<file path="config.mk">
export PLATFORM = sky130hd
export DESIGN_NAME = bcer_regs
export DESIGN_NICKNAME = d
export VERILOG_FILES = /design/src/design/bcer_pkg.sv /design/src/design/bcer_flag_if.sv /design/src/design/bcer_sticky.sv /design/src/design/bcer_clk_decode.sv /design/src/design/bcer_regs.sv
export SDC_FILE = /design/constraint.sdc
export NUM_CORES = 1
export LEC_CHECK = 0
export BUFFER_PORTS_ARGS = -buffer_cell sky130_fd_sc_hd__buf_2
export CAP_MARGIN = 10
export CORE_AREA = 2 2 138 100
export CTS_BUF_LIST = sky130_fd_sc_hd__clkbuf_8 sky130_fd_sc_hd__clkbuf_16
export DETAILED_ROUTE_END_ITERATION = 8
export DIE_AREA = 0 0 140 102
export PLACE_DENSITY = 0.52
export SETUP_SLACK_MARGIN = 0.4
export SYNTH_ARGS = -nofsm -noshare
export SYNTH_HDL_FRONTEND = slang
export SYNTH_SLANG_ARGS = --single-unit
export TNS_END_PERCENT = 5
</file>
<file path="constraint.sdc">
create_clock -name ref_clk -period 2.1 [get_ports ref_clk]
set_input_delay 0.105 -clock ref_clk [delete_from_list [all_inputs] [get_ports ref_clk]]
set_output_delay 0.105 -clock ref_clk [all_outputs]
set_load 0.02 [all_outputs]
</file>
<file path="src/design/bcer_pkg.sv">
package bcer_pkg;

	// register byte offsets on the configuration bus
	localparam logic [7:0]  OFS_CLK_STAT    = 8'h68;  // clock gating low half, cause flags byte 2
	localparam logic [7:0]  OFS_OPTION      = 8'h74;  // retry matching options
	localparam logic [7:0]  OFS_IRQ_STAT    = 8'h90;  // interrupt status, cleared by read
	localparam logic [7:0]  OFS_IRQ_MASK    = 8'h94;  // interrupt mask, same layout
	localparam logic [7:0]  OFS_SERR_CTRL   = 8'h98;  // error enable and per-event mask

	// field layout
	localparam int          CLK_OUTS        = 10;     // gated downstream clock outputs
	localparam int          CLK_PAIRS       = 4;      // outputs with a two-bit disable field
	localparam int          CLK_SINGLE_LSB  = 8;      // first single-bit disable field
	localparam int          CLK_FIELD_W     = 14;     // writable clock control bits 13:0
	localparam int          STAT_LSB        = 16;     // cause flags sit at bits 23:16
	localparam int          EVT_W           = 8;      // number of error causes
	localparam int          OPT_LSB         = 1;      // option bits 3:1 are writable
	localparam int          OPT_W           = 3;
	localparam int          CTRL_EN_BIT     = 0;      // error output enable
	localparam int          CTRL_MASK_LSB   = 8;      // per-event mask at bits 15:8

	// values after reset
	localparam logic [13:0] CLK_CTRL_RST    = 14'h0000;
	localparam logic [7:0]  FLAGS_RST       = 8'h00;
	localparam logic [2:0]  OPT_RST         = 3'h0;
	localparam logic [7:0]  MASK_RST        = 8'h00;
	localparam logic [31:0] RDATA_RST       = 32'h0000_0000;

	// bus handshake states
	typedef enum logic {
		BUS_IDLE,
		BUS_ACK
	} bcer_bus_state_t;

endpackage : bcer_pkg

</file>
<file path="src/design/bcer_flag_if.sv">
`timescale 1ns/100ps
`default_nettype none

// sticky flag bundle between the register bank and a flag holder
interface bcer_flag_if;
	logic [bcer_pkg::EVT_W-1:0] set;  // hardware events
	logic [bcer_pkg::EVT_W-1:0] clr;  // software clear strobes
	logic [bcer_pkg::EVT_W-1:0] q;    // held flags

	modport owner (input set, input clr, output q);
	modport user  (output set, output clr, input q);
endinterface : bcer_flag_if

`default_nettype wire

</file>
<file path="src/design/bcer_sticky.sv">
`timescale 1ns/100ps
`default_nettype none

module bcer_sticky (
	input  wire logic        ref_clk,  // 20 MHz clock
	input  wire logic        rst_n,    // synchronous reset, active low
	bcer_flag_if.owner       flags     // set, clear and held flags
);

	// set is or-ed in after the clear so a coincident event survives
	always_ff @(posedge ref_clk)
	begin
		if (!rst_n)
			flags.q <= bcer_pkg::FLAGS_RST;
		else
			flags.q <= (flags.q & ~flags.clr) | flags.set;
	end

endmodule : bcer_sticky

`default_nettype wire

</file>
<file path="src/design/bcer_clk_decode.sv">
`timescale 1ns/100ps
`default_nettype none

module bcer_clk_decode (
	input  wire logic [bcer_pkg::CLK_FIELD_W-1:0] clk_ctrl,  // clock disable fields
	output logic      [bcer_pkg::CLK_OUTS-1:0]    clk_en     // per-output enable
);

	genvar i;

	// paired fields: a single stray 1 never stops a clock
	generate
		for (i = 0; i < bcer_pkg::CLK_PAIRS; i++)
		begin : g_pair
			assign clk_en[i] = ~(&clk_ctrl[2*i+1 -: 2]);
		end
		for (i = bcer_pkg::CLK_PAIRS; i < bcer_pkg::CLK_OUTS; i++)
		begin : g_single
			assign clk_en[i] = ~clk_ctrl[bcer_pkg::CLK_SINGLE_LSB + i - bcer_pkg::CLK_PAIRS];
		end
	endgenerate

endmodule : bcer_clk_decode

`default_nettype wire

</file>
<file path="src/design/bcer_regs.sv">
`timescale 1ns/100ps
`default_nettype none

module bcer_regs (
	input  wire logic        ref_clk,                    // 20 MHz clock
	input  wire logic        rst_n,                      // synchronous reset, active low
	input  wire logic [7:0]  avs_address,                // byte address
	input  wire logic        avs_read,                   // read request
	input  wire logic        avs_write,                  // write request
	input  wire logic [31:0] avs_writedata,              // write data
	input  wire logic [3:0]  avs_byteenable,             // byte lanes
	output logic      [31:0] avs_readdata,               // read data, valid with waitrequest low
	output logic             avs_waitrequest,            // high until the access is taken
	input  wire logic [7:0]  error_event,                // one-cycle cause pulses, bit n -> flag 16+n
	output logic      [9:0]  downstream_clock_en,        // 1 lets the clock run, 0 holds it low
	output logic             upstream_system_error_out,  // open-drain data, always low
	output logic             upstream_system_error_oe_n, // low while the error line is pulled
	output logic             primary_read_alias,         // primary read retries match loosely
	output logic             primary_write_alias,        // primary write retries match loosely
	output logic             secondary_read_alias,       // secondary read retries match loosely
	output logic             irq                         // level, unmasked status pending
);

	bcer_pkg::bcer_bus_state_t        bus_state_r;
	logic                             waitrequest_r;
	logic [31:0]                      readdata_r;
	logic [31:0]                      rd_nxt;
	logic [7:0]                       word_addr;
	logic                             acc;
	logic                             wr_acc;
	logic                             rd_acc;
	logic [bcer_pkg::CLK_FIELD_W-1:0] clk_ctrl_r;
	logic [bcer_pkg::CLK_OUTS-1:0]    clk_en_nxt;
	logic [bcer_pkg::CLK_OUTS-1:0]    clk_en_r;
	logic [bcer_pkg::OPT_W-1:0]       option_r;
	logic                             serr_en_r;
	logic [bcer_pkg::EVT_W-1:0]       serr_mask_r;
	logic [bcer_pkg::EVT_W-1:0]       irq_mask_r;
	logic [bcer_pkg::EVT_W-1:0]       irq_snap_r;
	logic [bcer_pkg::EVT_W-1:0]       ev_fire;
	logic                             serr_oe_n_r;
	logic                             irq_r;

	bcer_flag_if cause_if ();
	bcer_flag_if irq_if ();

	// low address bits are ignored, every register is one aligned word
	assign word_addr = {avs_address[7:2], 2'b00};
	assign acc       = (bus_state_r == bcer_pkg::BUS_ACK);
	assign wr_acc    = acc && avs_write;
	assign rd_acc    = acc && avs_read;

	// handshake: waitrequest drops for exactly one cycle, one cycle after the request
	always_ff @(posedge ref_clk)
	begin
		if (!rst_n)
		begin
			bus_state_r   <= bcer_pkg::BUS_IDLE;
			waitrequest_r <= 1'b1;
		end
		else
		begin
			case (bus_state_r)
				bcer_pkg::BUS_IDLE:
				begin
					if (avs_read || avs_write)
					begin
						bus_state_r   <= bcer_pkg::BUS_ACK;
						waitrequest_r <= 1'b0;
					end
				end
				bcer_pkg::BUS_ACK:
				begin
					bus_state_r   <= bcer_pkg::BUS_IDLE;
					waitrequest_r <= 1'b1;
				end
				default:
				begin
					bus_state_r   <= bcer_pkg::BUS_IDLE;
					waitrequest_r <= 1'b1;
				end
			endcase
		end
	end

	// read data mux; reserved and unmapped bits read zero
	always_comb
	begin
		rd_nxt = 32'h0000_0000;
		case (word_addr)
			bcer_pkg::OFS_CLK_STAT:
				rd_nxt = {8'h00, cause_if.q, 2'b00, clk_ctrl_r};
			bcer_pkg::OFS_OPTION:
				rd_nxt = {28'h000_0000, option_r, 1'b0};
			bcer_pkg::OFS_IRQ_STAT:
				rd_nxt = {24'h00_0000, irq_if.q};
			bcer_pkg::OFS_IRQ_MASK:
				rd_nxt = {24'h00_0000, irq_mask_r};
			bcer_pkg::OFS_SERR_CTRL:
				rd_nxt = {16'h0000, serr_mask_r, 7'h00, serr_en_r};
			default:
				rd_nxt = 32'h0000_0000;
		endcase
	end

	// data is captured as the request is seen and stands through the ack cycle
	always_ff @(posedge ref_clk)
	begin
		if (!rst_n)
		begin
			readdata_r <= bcer_pkg::RDATA_RST;
			irq_snap_r <= bcer_pkg::FLAGS_RST;
		end
		else if (bus_state_r == bcer_pkg::BUS_IDLE && avs_read)
		begin
			readdata_r <= rd_nxt;
			irq_snap_r <= irq_if.q;  // only what software saw may be cleared
		end
	end

	// clock gating control; bits 15:14 have no storage
	always_ff @(posedge ref_clk)
	begin
		if (!rst_n)
			clk_ctrl_r <= bcer_pkg::CLK_CTRL_RST;
		else if (wr_acc && word_addr == bcer_pkg::OFS_CLK_STAT)
		begin
			if (avs_byteenable[0])
				clk_ctrl_r[7:0] <= avs_writedata[7:0];
			if (avs_byteenable[1])
				clk_ctrl_r[13:8] <= avs_writedata[13:8];
		end
	end

	bcer_clk_decode u_clk_decode (
		.clk_ctrl (clk_ctrl_r),
		.clk_en   (clk_en_nxt)
	);

	// registered enables keep the pad gate free of decode glitches
	always_ff @(posedge ref_clk)
	begin
		if (!rst_n)
			clk_en_r <= {bcer_pkg::CLK_OUTS{1'b1}};
		else
			clk_en_r <= clk_en_nxt;
	end

	// retry matching options; bit 0 has no storage
	always_ff @(posedge ref_clk)
	begin
		if (!rst_n)
			option_r <= bcer_pkg::OPT_RST;
		else if (wr_acc && word_addr == bcer_pkg::OFS_OPTION && avs_byteenable[0])
			option_r <= avs_writedata[bcer_pkg::OPT_LSB +: bcer_pkg::OPT_W];
	end

	// error enable and per-event suppression mask
	always_ff @(posedge ref_clk)
	begin
		if (!rst_n)
		begin
			serr_en_r   <= 1'b0;
			serr_mask_r <= bcer_pkg::MASK_RST;
		end
		else if (wr_acc && word_addr == bcer_pkg::OFS_SERR_CTRL)
		begin
			if (avs_byteenable[0])
				serr_en_r <= avs_writedata[bcer_pkg::CTRL_EN_BIT];
			if (avs_byteenable[1])
				serr_mask_r <= avs_writedata[bcer_pkg::CTRL_MASK_LSB +: bcer_pkg::EVT_W];
		end
	end

	// interrupt mask, 1 lets a status bit reach irq
	always_ff @(posedge ref_clk)
	begin
		if (!rst_n)
			irq_mask_r <= bcer_pkg::MASK_RST;
		else if (wr_acc && word_addr == bcer_pkg::OFS_IRQ_MASK && avs_byteenable[0])
			irq_mask_r <= avs_writedata[7:0];
	end

	// an event counts only if it really drives the error line
	assign ev_fire = error_event & ~serr_mask_r & {bcer_pkg::EVT_W{serr_en_r}};

	// cause flags: set by a fired event, write-1-to-clear on byte lane 2
	assign cause_if.set = ev_fire;
	assign cause_if.clr = (wr_acc && word_addr == bcer_pkg::OFS_CLK_STAT && avs_byteenable[2])
		? avs_writedata[bcer_pkg::STAT_LSB +: bcer_pkg::EVT_W] : 8'h00;

	bcer_sticky u_cause_flags (
		.ref_clk (ref_clk),
		.rst_n   (rst_n),
		.flags   (cause_if)
	);

	// interrupt status: same events, cleared by reading it
	assign irq_if.set = ev_fire;
	assign irq_if.clr = (rd_acc && word_addr == bcer_pkg::OFS_IRQ_STAT) ? irq_snap_r : 8'h00;

	bcer_sticky u_irq_flags (
		.ref_clk (ref_clk),
		.rst_n   (rst_n),
		.flags   (irq_if)
	);

	// one-cycle pull of the open-drain error line per fired event
	always_ff @(posedge ref_clk)
	begin
		if (!rst_n)
			serr_oe_n_r <= 1'b1;
		else
			serr_oe_n_r <= ~(|ev_fire);
	end

	// level interrupt, falls once the read-clear lands
	always_ff @(posedge ref_clk)
	begin
		if (!rst_n)
			irq_r <= 1'b0;
		else
			irq_r <= |(irq_if.q & irq_mask_r);
	end

	// outputs straight from flops, except the error data tied low
	assign avs_readdata               = readdata_r;
	assign avs_waitrequest            = waitrequest_r;
	assign downstream_clock_en        = clk_en_r;
	assign upstream_system_error_out  = 1'b0;  // open drain only ever pulls low
	assign upstream_system_error_oe_n = serr_oe_n_r;
	assign primary_read_alias         = option_r[0];
	assign primary_write_alias        = option_r[1];
	assign secondary_read_alias       = option_r[2];
	assign irq                        = irq_r;

	// paired field stops the clock only with both bits set
	chk_pair_disable: assert property (@(posedge ref_clk) disable iff (!rst_n)
		##1 (downstream_clock_en[3] == !(&$past(clk_ctrl_r[7:6]))))
		else $error("paired clock field decoded wrongly");

	// single field: 1 stops the clock
	chk_single_disable: assert property (@(posedge ref_clk) disable iff (!rst_n)
		##1 (downstream_clock_en[9] == !$past(clk_ctrl_r[13])))
		else $error("single clock field decoded wrongly");

	// reserved clock bits read zero during the ack
	chk_reserved_zero: assert property (@(posedge ref_clk) disable iff (!rst_n)
		(rd_acc && word_addr == bcer_pkg::OFS_CLK_STAT) |-> (avs_readdata[15:14] == 2'b00))
		else $error("reserved clock bits not zero");

	// each fired cause shows in the flags on the next cycle
	chk_cause_capture: assert property (@(posedge ref_clk) disable iff (!rst_n)
		(|ev_fire) |=> ((cause_if.q & $past(ev_fire)) == $past(ev_fire)))
		else $error("fired cause not recorded");

	// write-1 clears a flag when no event competes
	chk_w1c_clear: assert property (@(posedge ref_clk) disable iff (!rst_n)
		(wr_acc && word_addr == bcer_pkg::OFS_CLK_STAT && avs_byteenable[2]
			&& avs_writedata[16] && !ev_fire[0]) |=> !cause_if.q[0])
		else $error("write-1 did not clear flag");

	// coincident event beats the clear
	chk_set_wins: assert property (@(posedge ref_clk) disable iff (!rst_n)
		(cause_if.clr[0] && ev_fire[0]) |=> cause_if.q[0])
		else $error("event lost to a clear");

	// option bit 0 always reads zero
	chk_opt_bit0: assert property (@(posedge ref_clk) disable iff (!rst_n)
		(rd_acc && word_addr == bcer_pkg::OFS_OPTION) |-> (avs_readdata[0] == 1'b0))
		else $error("option bit 0 not zero");

	// a write to the option word lands in the alias outputs
	chk_opt_write: assert property (@(posedge ref_clk) disable iff (!rst_n)
		(wr_acc && word_addr == bcer_pkg::OFS_OPTION && avs_byteenable[0])
		|=> ({secondary_read_alias, primary_write_alias, primary_read_alias} == $past(avs_writedata[3:1])))
		else $error("option write not applied");

	// error line follows enabled unmasked events only
	chk_serr_gate: assert property (@(posedge ref_clk) disable iff (!rst_n)
		##1 (upstream_system_error_oe_n == !($past(serr_en_r) && |($past(error_event) & ~$past(serr_mask_r)))))
		else $error("error line gating wrong");

	// waitrequest low for exactly one cycle per request
	chk_wait_pulse: assert property (@(posedge ref_clk) disable iff (!rst_n)
		(bus_state_r == bcer_pkg::BUS_IDLE && (avs_read || avs_write)) |=> !avs_waitrequest ##1 avs_waitrequest)
		else $error("waitrequest pulse malformed");

	// paired field 0: one set bit alone keeps the clock running
	chk_pair0_disable: assert property (@(posedge ref_clk) disable iff (!rst_n)
		##1 (downstream_clock_en[0] == !(&$past(clk_ctrl_r[1:0]))))
		else $error("paired clock field 0 decoded wrongly");

	// first single field, the lowest bit of the upper byte
	chk_single4_disable: assert property (@(posedge ref_clk) disable iff (!rst_n)
		##1 (downstream_clock_en[4] == !$past(clk_ctrl_r[8])))
		else $error("single clock field 4 decoded wrongly");

	// all three options come out of reset cleared
	chk_opt_reset: assert property (@(posedge ref_clk) disable iff (!rst_n)
		$rose(rst_n) |-> (!primary_read_alias && !primary_write_alias && !secondary_read_alias))
		else $error("options not cleared by reset");

	// options move only on a write to their word
	chk_opt_hold: assert property (@(posedge ref_clk) disable iff (!rst_n)
		!(wr_acc && word_addr == bcer_pkg::OFS_OPTION && avs_byteenable[0])
		|=> ($stable(primary_read_alias) && $stable(primary_write_alias) && $stable(secondary_read_alias)))
		else $error("option changed without a write");

	// held cause flag 7 falls only under its own clear
	chk_flag_hold: assert property (@(posedge ref_clk) disable iff (!rst_n)
		(cause_if.q[7] && !cause_if.clr[7]) |=> cause_if.q[7])
		else $error("flag fell without a clear");

	// with the error enable off the line never pulls
	chk_serr_off: assert property (@(posedge ref_clk) disable iff (!rst_n)
		!serr_en_r |=> upstream_system_error_oe_n)
		else $error("error line pulled while disabled");

	// interrupt level follows unmasked status one cycle later
	chk_irq_level: assert property (@(posedge ref_clk) disable iff (!rst_n)
		(|(irq_if.q & irq_mask_r)) |=> irq)
		else $error("interrupt missing for pending status");

endmodule : bcer_regs

`default_nettype wire

</file>
==> reports/metrics.csv, run 1 <==
metric,value,unit
layout_common_cells,"dfxtp_1 (96), buf_2 (84), nand2_1 (58), a21oi_1 (42), nand3_1 (33)",
hpwl,8090,um
setup_viol,0,
holdCritStartpoint,avs_writedata[9],
fin_cells,680,
placed_cells,664,
pwr_density_cell,774,nW/um2
drc_errors,9,
via_per_inst,4.92,
r2r-end,irq_mask_r[2],
totalWireLength,11000,um
tns,0,ns
rows,35,
arrival,1.76,ns
gp_congestion,0.800,
synth_cell_types,43,
routedWlPerCell,16.1,um
vias,3346,
critPathLaunchType,register,
fin_crit,1.54,ns
p_total,3.61,mW
yosys_warnings,0,
final_common_cell,dfxtp_1,
dr.first_iter.drc_count,295,
cap_violations,0,
syn_inst,427,
synth_edf_count,0,
min_to,serr_mask_r[1],
die_w,140,um
max-clock-path-buffers,2,
worst-path-max-fanout,8,
p_leak,1.91,nW
cts_buffers,9,
grt-ovfl-total,0,
hold-worst-slack,0.0238,ns
slew_headroom,57.6,%
drive_above_1_share,23.9,%
io_pins,105,
startpoint,acc,
synth.avg_cell_area,8.96,um2
finalNetCount,565,
clock-root-buffer,clkbuf_16,
diodes,0,
failed_checks,design-rule violations,
clkSinkCount,96,
r2r_setup_slack,0.56,ns
required,2.32,ns
grt.total_usage,15.7,%
ctsResizeCount,0,
port_buffers,84,
synth_area,3820,um2
grt_max_degree,32,
multiInputGateArea,1680,um2
rr_worst_depth,4,
coreArea,12900,um2
r2r-start,acc,
vdd_drop_max,385,uV
initial_utilization,29.6,%
hold_violations,0,
path_class,register to register,
grt_pass1_vias,3218,
rsz0062_at_grt,false,
slew_violations,0,
async_flop_share,0,%
hold_buffers,0,
synth-seq-cells,96,
h-tree-depth,3,
clkTransAtPathRegs,0.08,ns
period_share,73.5,%
clock_latency,0.35,ns
ant_nets,0,
fill_cells,1333,
yosysSeqAreaShare,50.2,%
whs_path_depth,3,
endpoint_kind,register,
hold_path_class,input port to register,
postCtsSetupBuffers,0,
area_growth,22.1,%
die_y,102,um
antenna_found_initial,0,
cts_tree,yes,
tightest_slew,0.632,ns
final_core_util,36.2,%
fin_skew,0.00667,ns
status,"finished, violations left",
regArea,1920,um2
first_pass_iters,7,
grt_pass1_wl,17000,um
die_area,14300,um2
synth_ff_type,dfxtp_1,
max_freq,648,MHz
routing by layer:
layer	GRT usage, %	routed length, um
met5	0	0
met4	5.21	182
met3	5.11	878
met2	23.3	4670
met1	21.6	5240
report_power, final:
part | internal [mW] | switching, mW
clock network | 0.827 | 0.766
registers | 1.82 | 0.00439
logic | 0.0613 | 0.133
Yosys cell counts (2+ instances only):
cell	number	share of area [%]
dfxtp_1	96	50
nand2_1	58	5.7
a21oi_1	42	5.5
nand3_1	33	4.3
nor2_1	25	2.5
mux2i_1	23	6.0
o21ai_0	17	2.2
inv_1	16	1.6
buf_4	14	2.7
clkbuf_1	13	1.3
nand3b_1	11	2.2
a22oi_1	10	2.0
o21ai_1	9	1.2
a31oi_1	8	1.3
a22o_1	5	1.1
and3_1	4	0.65
nor2b_1	4	0.65
o2bb2ai_1	4	0.92
a222oi_1	3	0.79
mux2_2	3	0.88
nand2b_1	3	0.49
and3b_1	2	0.46
buf_1	2	0.20
buf_2	2	0.26
nand4_1	2	0.33
sequential cells by signal, indices dropped and copies added (netlist names):
name                        flops
serr_mask_r                     8
acc                             1
upstream_system_error_oe_n      1
irq_mask_r                      8
avs_readdata                   24
serr_en_r                       1
option_r                        3
avs_waitrequest                 1
clk_ctrl_r                     14
irq_snap_r                      8
u_irq_flags.flags.q             8
downstream_clock_en            10
irq                             1
u_cause_flags.flags.q           8
metrics by stage:
| step | setup slack [ns] | area (um2) |
|---|---|---|
| 6_report | 0.557 | 4670 |
| 5_1_grt | 0.421 | 4670 |
| 4_1_cts | 0.546 | 4670 |
| 3_5_place_dp | 0.354 | 4390 |
| 3_3_place_gp | 0.448 | 4390 |
| 2_1_floorplan | 0.711 | 3850 |
how the worst max path moves through the flow:
| stage | cells past startpoint | end |
|---|---|---|
| 2_1_floorplan | 6 | serr_mask_r[0] |
| 3_3_place_gp | 5 | u_irq_flags.flags.q[6] |
| 3_5_place_dp | 5 | u_irq_flags.flags.q[3] |
| 4_1_cts | 4 | irq_mask_r[2] |
| 5_1_grt | 4 | irq_mask_r[0] |
| 6_report | 4 | irq_mask_r[2] |
cells by family (layout without fill, tap and decap cells):
kind of cell           Yosys count  after routing  share of synthesized area, %
multiplexers                    26             26                          6.90
other                            1              9                        0.0980
buffers and inverters           50            129                          6.58
AO/OA/AOI/OAI                  103            103                          16.5
flip-flops                      96             96                          50.2
AND/OR/NAND/NOR                151            151                          19.7
cell type report:
type | instances | share of cell area, %
clock buffers | 9 | 4.82
clock inverters | 7 | 1.31
inverters | 17 | 1.37
multi-input cells | 289 | 36.0
flip-flops and latches | 96 | 41.1
well taps | 166 | 4.45
repair buffers | 96 | 10.9
critical path, cell delays in order (launching register included):
cell	delay, ns
dfxtp_1	0.41
and3_1	0.33
nand4_2	0.36
mux2i_1	0.25
nor2_1	0.06
Note: power is estimated with default switching activity, not from simulation.
==> run 2: changes to the inputs <==
--- a/config.mk
+++ b/config.mk
@@ -5,6 +5,7 @@
 export SDC_FILE = /design/constraint.sdc
 export NUM_CORES = 1
 export LEC_CHECK = 0
+export ABC_AREA = 1
 export BUFFER_PORTS_ARGS = -buffer_cell sky130_fd_sc_hd__buf_2
 export CAP_MARGIN = 10
 export CORE_AREA = 2 2 138 100
==> constraint.sdc (replaced) <==
create_clock -name ref_clk -period 1.5 [get_ports ref_clk]
set_input_delay 0.075 -clock ref_clk [delete_from_list [all_inputs] [get_ports ref_clk]]
set_output_delay 0.075 -clock ref_clk [all_outputs]
set_load 0.02 [all_outputs]
==> run 2 against run 1 <==
The run ends with design-rule violations, negative hold slack left. Clock skew increased by 0.00082 ns. Sequential cell count unchanged. Sequential share of layout area decreased by 3.2 points. Maximum frequency increased by 33%. Clock-buffer cell count increased by 3. Utilization increased by 3.2 points. Die area unchanged. Critical endpoint is now clk_ctrl_r[4].
==> reports/metrics.csv, run 2 <==
metric,value,unit,change
synth.avg_cell_area,7.44,um2,-17%
status,"finished, violations left",,
via_per_inst,4.84,,-1.7%
fin_crit,1.16,ns,-0.382 ns
slew_violations,0,,unchanged
arrival,1.44,ns,-0.32 ns
worst-path-max-fanout,6,,-2
die_w,140,um,unchanged
port_buffers,84,,unchanged
io_pins,105,,unchanged
synth_top_area_share,50.3,%,about the same
max-clock-path-buffers,2,,unchanged
initial_utilization,29.6,%,about the same
max_freq,861,MHz,+33%
synth_cell_types,24,,-44%
clock_latency,0.34,ns,about the same
cts_buffers,9,,unchanged
hold-worst-slack,-0.00328,ns,-0.0271 ns
p_leak,2.12,nW,+11%
ant_nets,0,,unchanged
gr-usage-met1,23.2,%,+1.6 points
sequentialPowerShare,46.6,%,-4.0 points
grt_pass1_vias,3695,,+15%
period_share,77.4,%,+3.9 points
clkTransAtPathRegs,0.07,ns,about the same
power.share.clock,45.6,%,+1.5 points
vias,3806,,+14%
grt_use_met2,26.0,%,+2.6 points
tightest_slew,0.564,ns,-0.0679 ns
synth_edf_count,0,,unchanged
path_class,register to register,,
rows,35,,unchanged
routedWlPerCell,14.9,um,-7.7%
rsz0062_at_grt,true,,
failed_checks,"design-rule violations, negative hold slack",,
synth_area,3820,um2,about the same
fin_cells,787,,+16%
grt-ovfl-total,0,,unchanged
p_int,4.33,mW,+60%
slew_headroom,62.4,%,+4.8 points
worst_path_max_delay_cell,dfxtp_4,,
clkSinkCount,96,,unchanged
final_common_cell,nand2_1,,
finalNetCount,672,,+19%
die_area,14300,um2,unchanged
fill_cells,1347,,+1.1%
hpwl,8300,um,+2.5%
vdd_drop_max,622,uV,+62%
first_pass_iters,7,,unchanged
endpoint_kind,register,,
gp_congestion,0.828,,+3.5%
syn_inst,514,,+20%
synth_area_leader_cell,dfxtp_1,,
grt_pass1_wl,18700,um,+9.9%
setup_viol,0,,unchanged
layout_common_cells,"nand2_1 (101), dfxtp_1 (94), buf_2 (84), nor2_1 (62), a21oi_1 (59)",,
p_sw,1.25,mW,+39%
synth-seq-cells,96,,unchanged
yosys_warnings,0,,unchanged
tns,0,ns,unchanged
switching_share,22.5,%,-2.5 points
h-tree-depth,3,,unchanged
drc_errors,7,,-2
hold_violations,1,,+1
grt_max_degree,61,,+91%
placed_cells,757,,+14%
async_flop_share,0,%,unchanged
dr.first_iter.drc_count,261,,-12%
post-synth-top-count-cell,nand2_1,,
area_growth,33.0,%,
critical_path.max_stage_delay,0.40,ns,about the same
pwr_density_cell,1100,nW/um2,+42%
cap_violations,0,,unchanged
yosysSeqAreaShare,50.3,%,about the same
largest_reg_flops,24,,unchanged
antenna_found_initial,2,,+2
required,1.78,ns,-0.54 ns
diodes,0,,unchanged
drive_above_1_share,25.3,%,+1.4 points
synthTopCellsByCount,"nand2_1 (103), dfxtp_1 (96), nor2_1 (67), a21oi_1 (61), o21ai_0 (58)",,
fin_skew,0.00750,ns,+0.000825 ns
totalWireLength,11700,um,+6.8%
busiest_layer,met2,,
crit_chain,nand3_4 -> nor2_4 -> buf_4 -> o21ai_0 -> nor2_1,,
p_total,5.59,mW,+55%
grt.total_usage,16.8,%,+1.1 points
cts_tree,yes,,
synth_ff_type,dfxtp_1,,
die_y,102,um,unchanged
clock-root-buffer,clkbuf_16,,
yosys-top-cells-area,"dfxtp_1 (50%), nand2_1 (10%), a21oi_1 (8.0%)",,
hold_path_class,input port to register,,
pwr-share-comb,7.9,%,+2.5 points
coreArea,12900,um2,unchanged
critPathLaunchType,register,,
use_met3,5.30,%,+0.19 points
[run 2: per-layer routing]
layer  part of all wire (%)  vias to the layer above
li1                       -                     1873
met2                     42                      121
met4                   0.83                        4
met3                    7.7                       14
met1                     50                     1794
met5                   0.22                        -
[run 2: path summary, 6_finish.rpt]
kind	end	slack [ns]	from	cells past startpoint
setup / recovery	clk_ctrl_r[4]	0.34	acc	5
hold reg to reg	downstream_clock_en[9]	0.38	clk_ctrl_r[13]	1
hold / removal	clk_ctrl_r[7]	-0.003	avs_writedata[7]	3
setup reg to reg	clk_ctrl_r[4]	0.34	acc	5
[run 2: final cells by class]
class	count	area, um2	share of cell area (%)
clock buffers	12	267	5.24
clock inverters	4	67.6	1.33
inverters	37	153	3.00
multi-input cells	360	1750	34.5
flip-flops and latches	96	1930	38.0
well taps	166	208	4.09
repair buffers	111	699	13.8
repair inverters	1	7.51	0.148
[run 2: power by group through the flow]
stage	clock network, mW	logic, mW	registers [mW]
floorplan	0	0.188	2.68
global placement	0	0.351	2.66
detailed placement	0	0.356	2.66
CTS	2.58	0.420	2.60
global route	2.67	0.480	2.60
finish	2.54	0.439	2.60
[run 2: kinds of logic (layout without fill, tap and decap cells)]
kind of cell,count (synthesis),in the layout,share of synthesized area (%)
AOI/OAI and AO/OA,127,127,16.8
DFF,96,96,50.3
and+or+nand+nor,223,224,25.2
other,1,9,0.0981
buffers and inverters,67,165,7.62
[run 2: repair_timing]
action	4_1_cts	5_1_grt
cloned	2	2
resized for setup	22	21
endpoints found under the setup margin	61	83
hold endpoints to repair	5	0
hold buffers	3	0
pin swaps	4	5
setup buffers	6	1
[run 2: critical path: cells and delay by family (launching register included)]
family	cells	cell delay, ns
compound gates	1	0.08
buf+inv	1	0.17
flops	1	0.40
simple gates	3	0.45
[run 2: per-stage QoR]
stage	instance area (um2)	util, %	hold WS (ns)	worst slack, ns
finish	5080	39.4	-0.00328	0.338
global placement	4480	34.7	0.329	0.110
floorplan	3890	-	0.210	0.399
detailed placement	4480	34.7	0.329	0.0283
global route	5080	39.4	0.00850	0.270
CTS	5000	38.7	0.00146	0.336
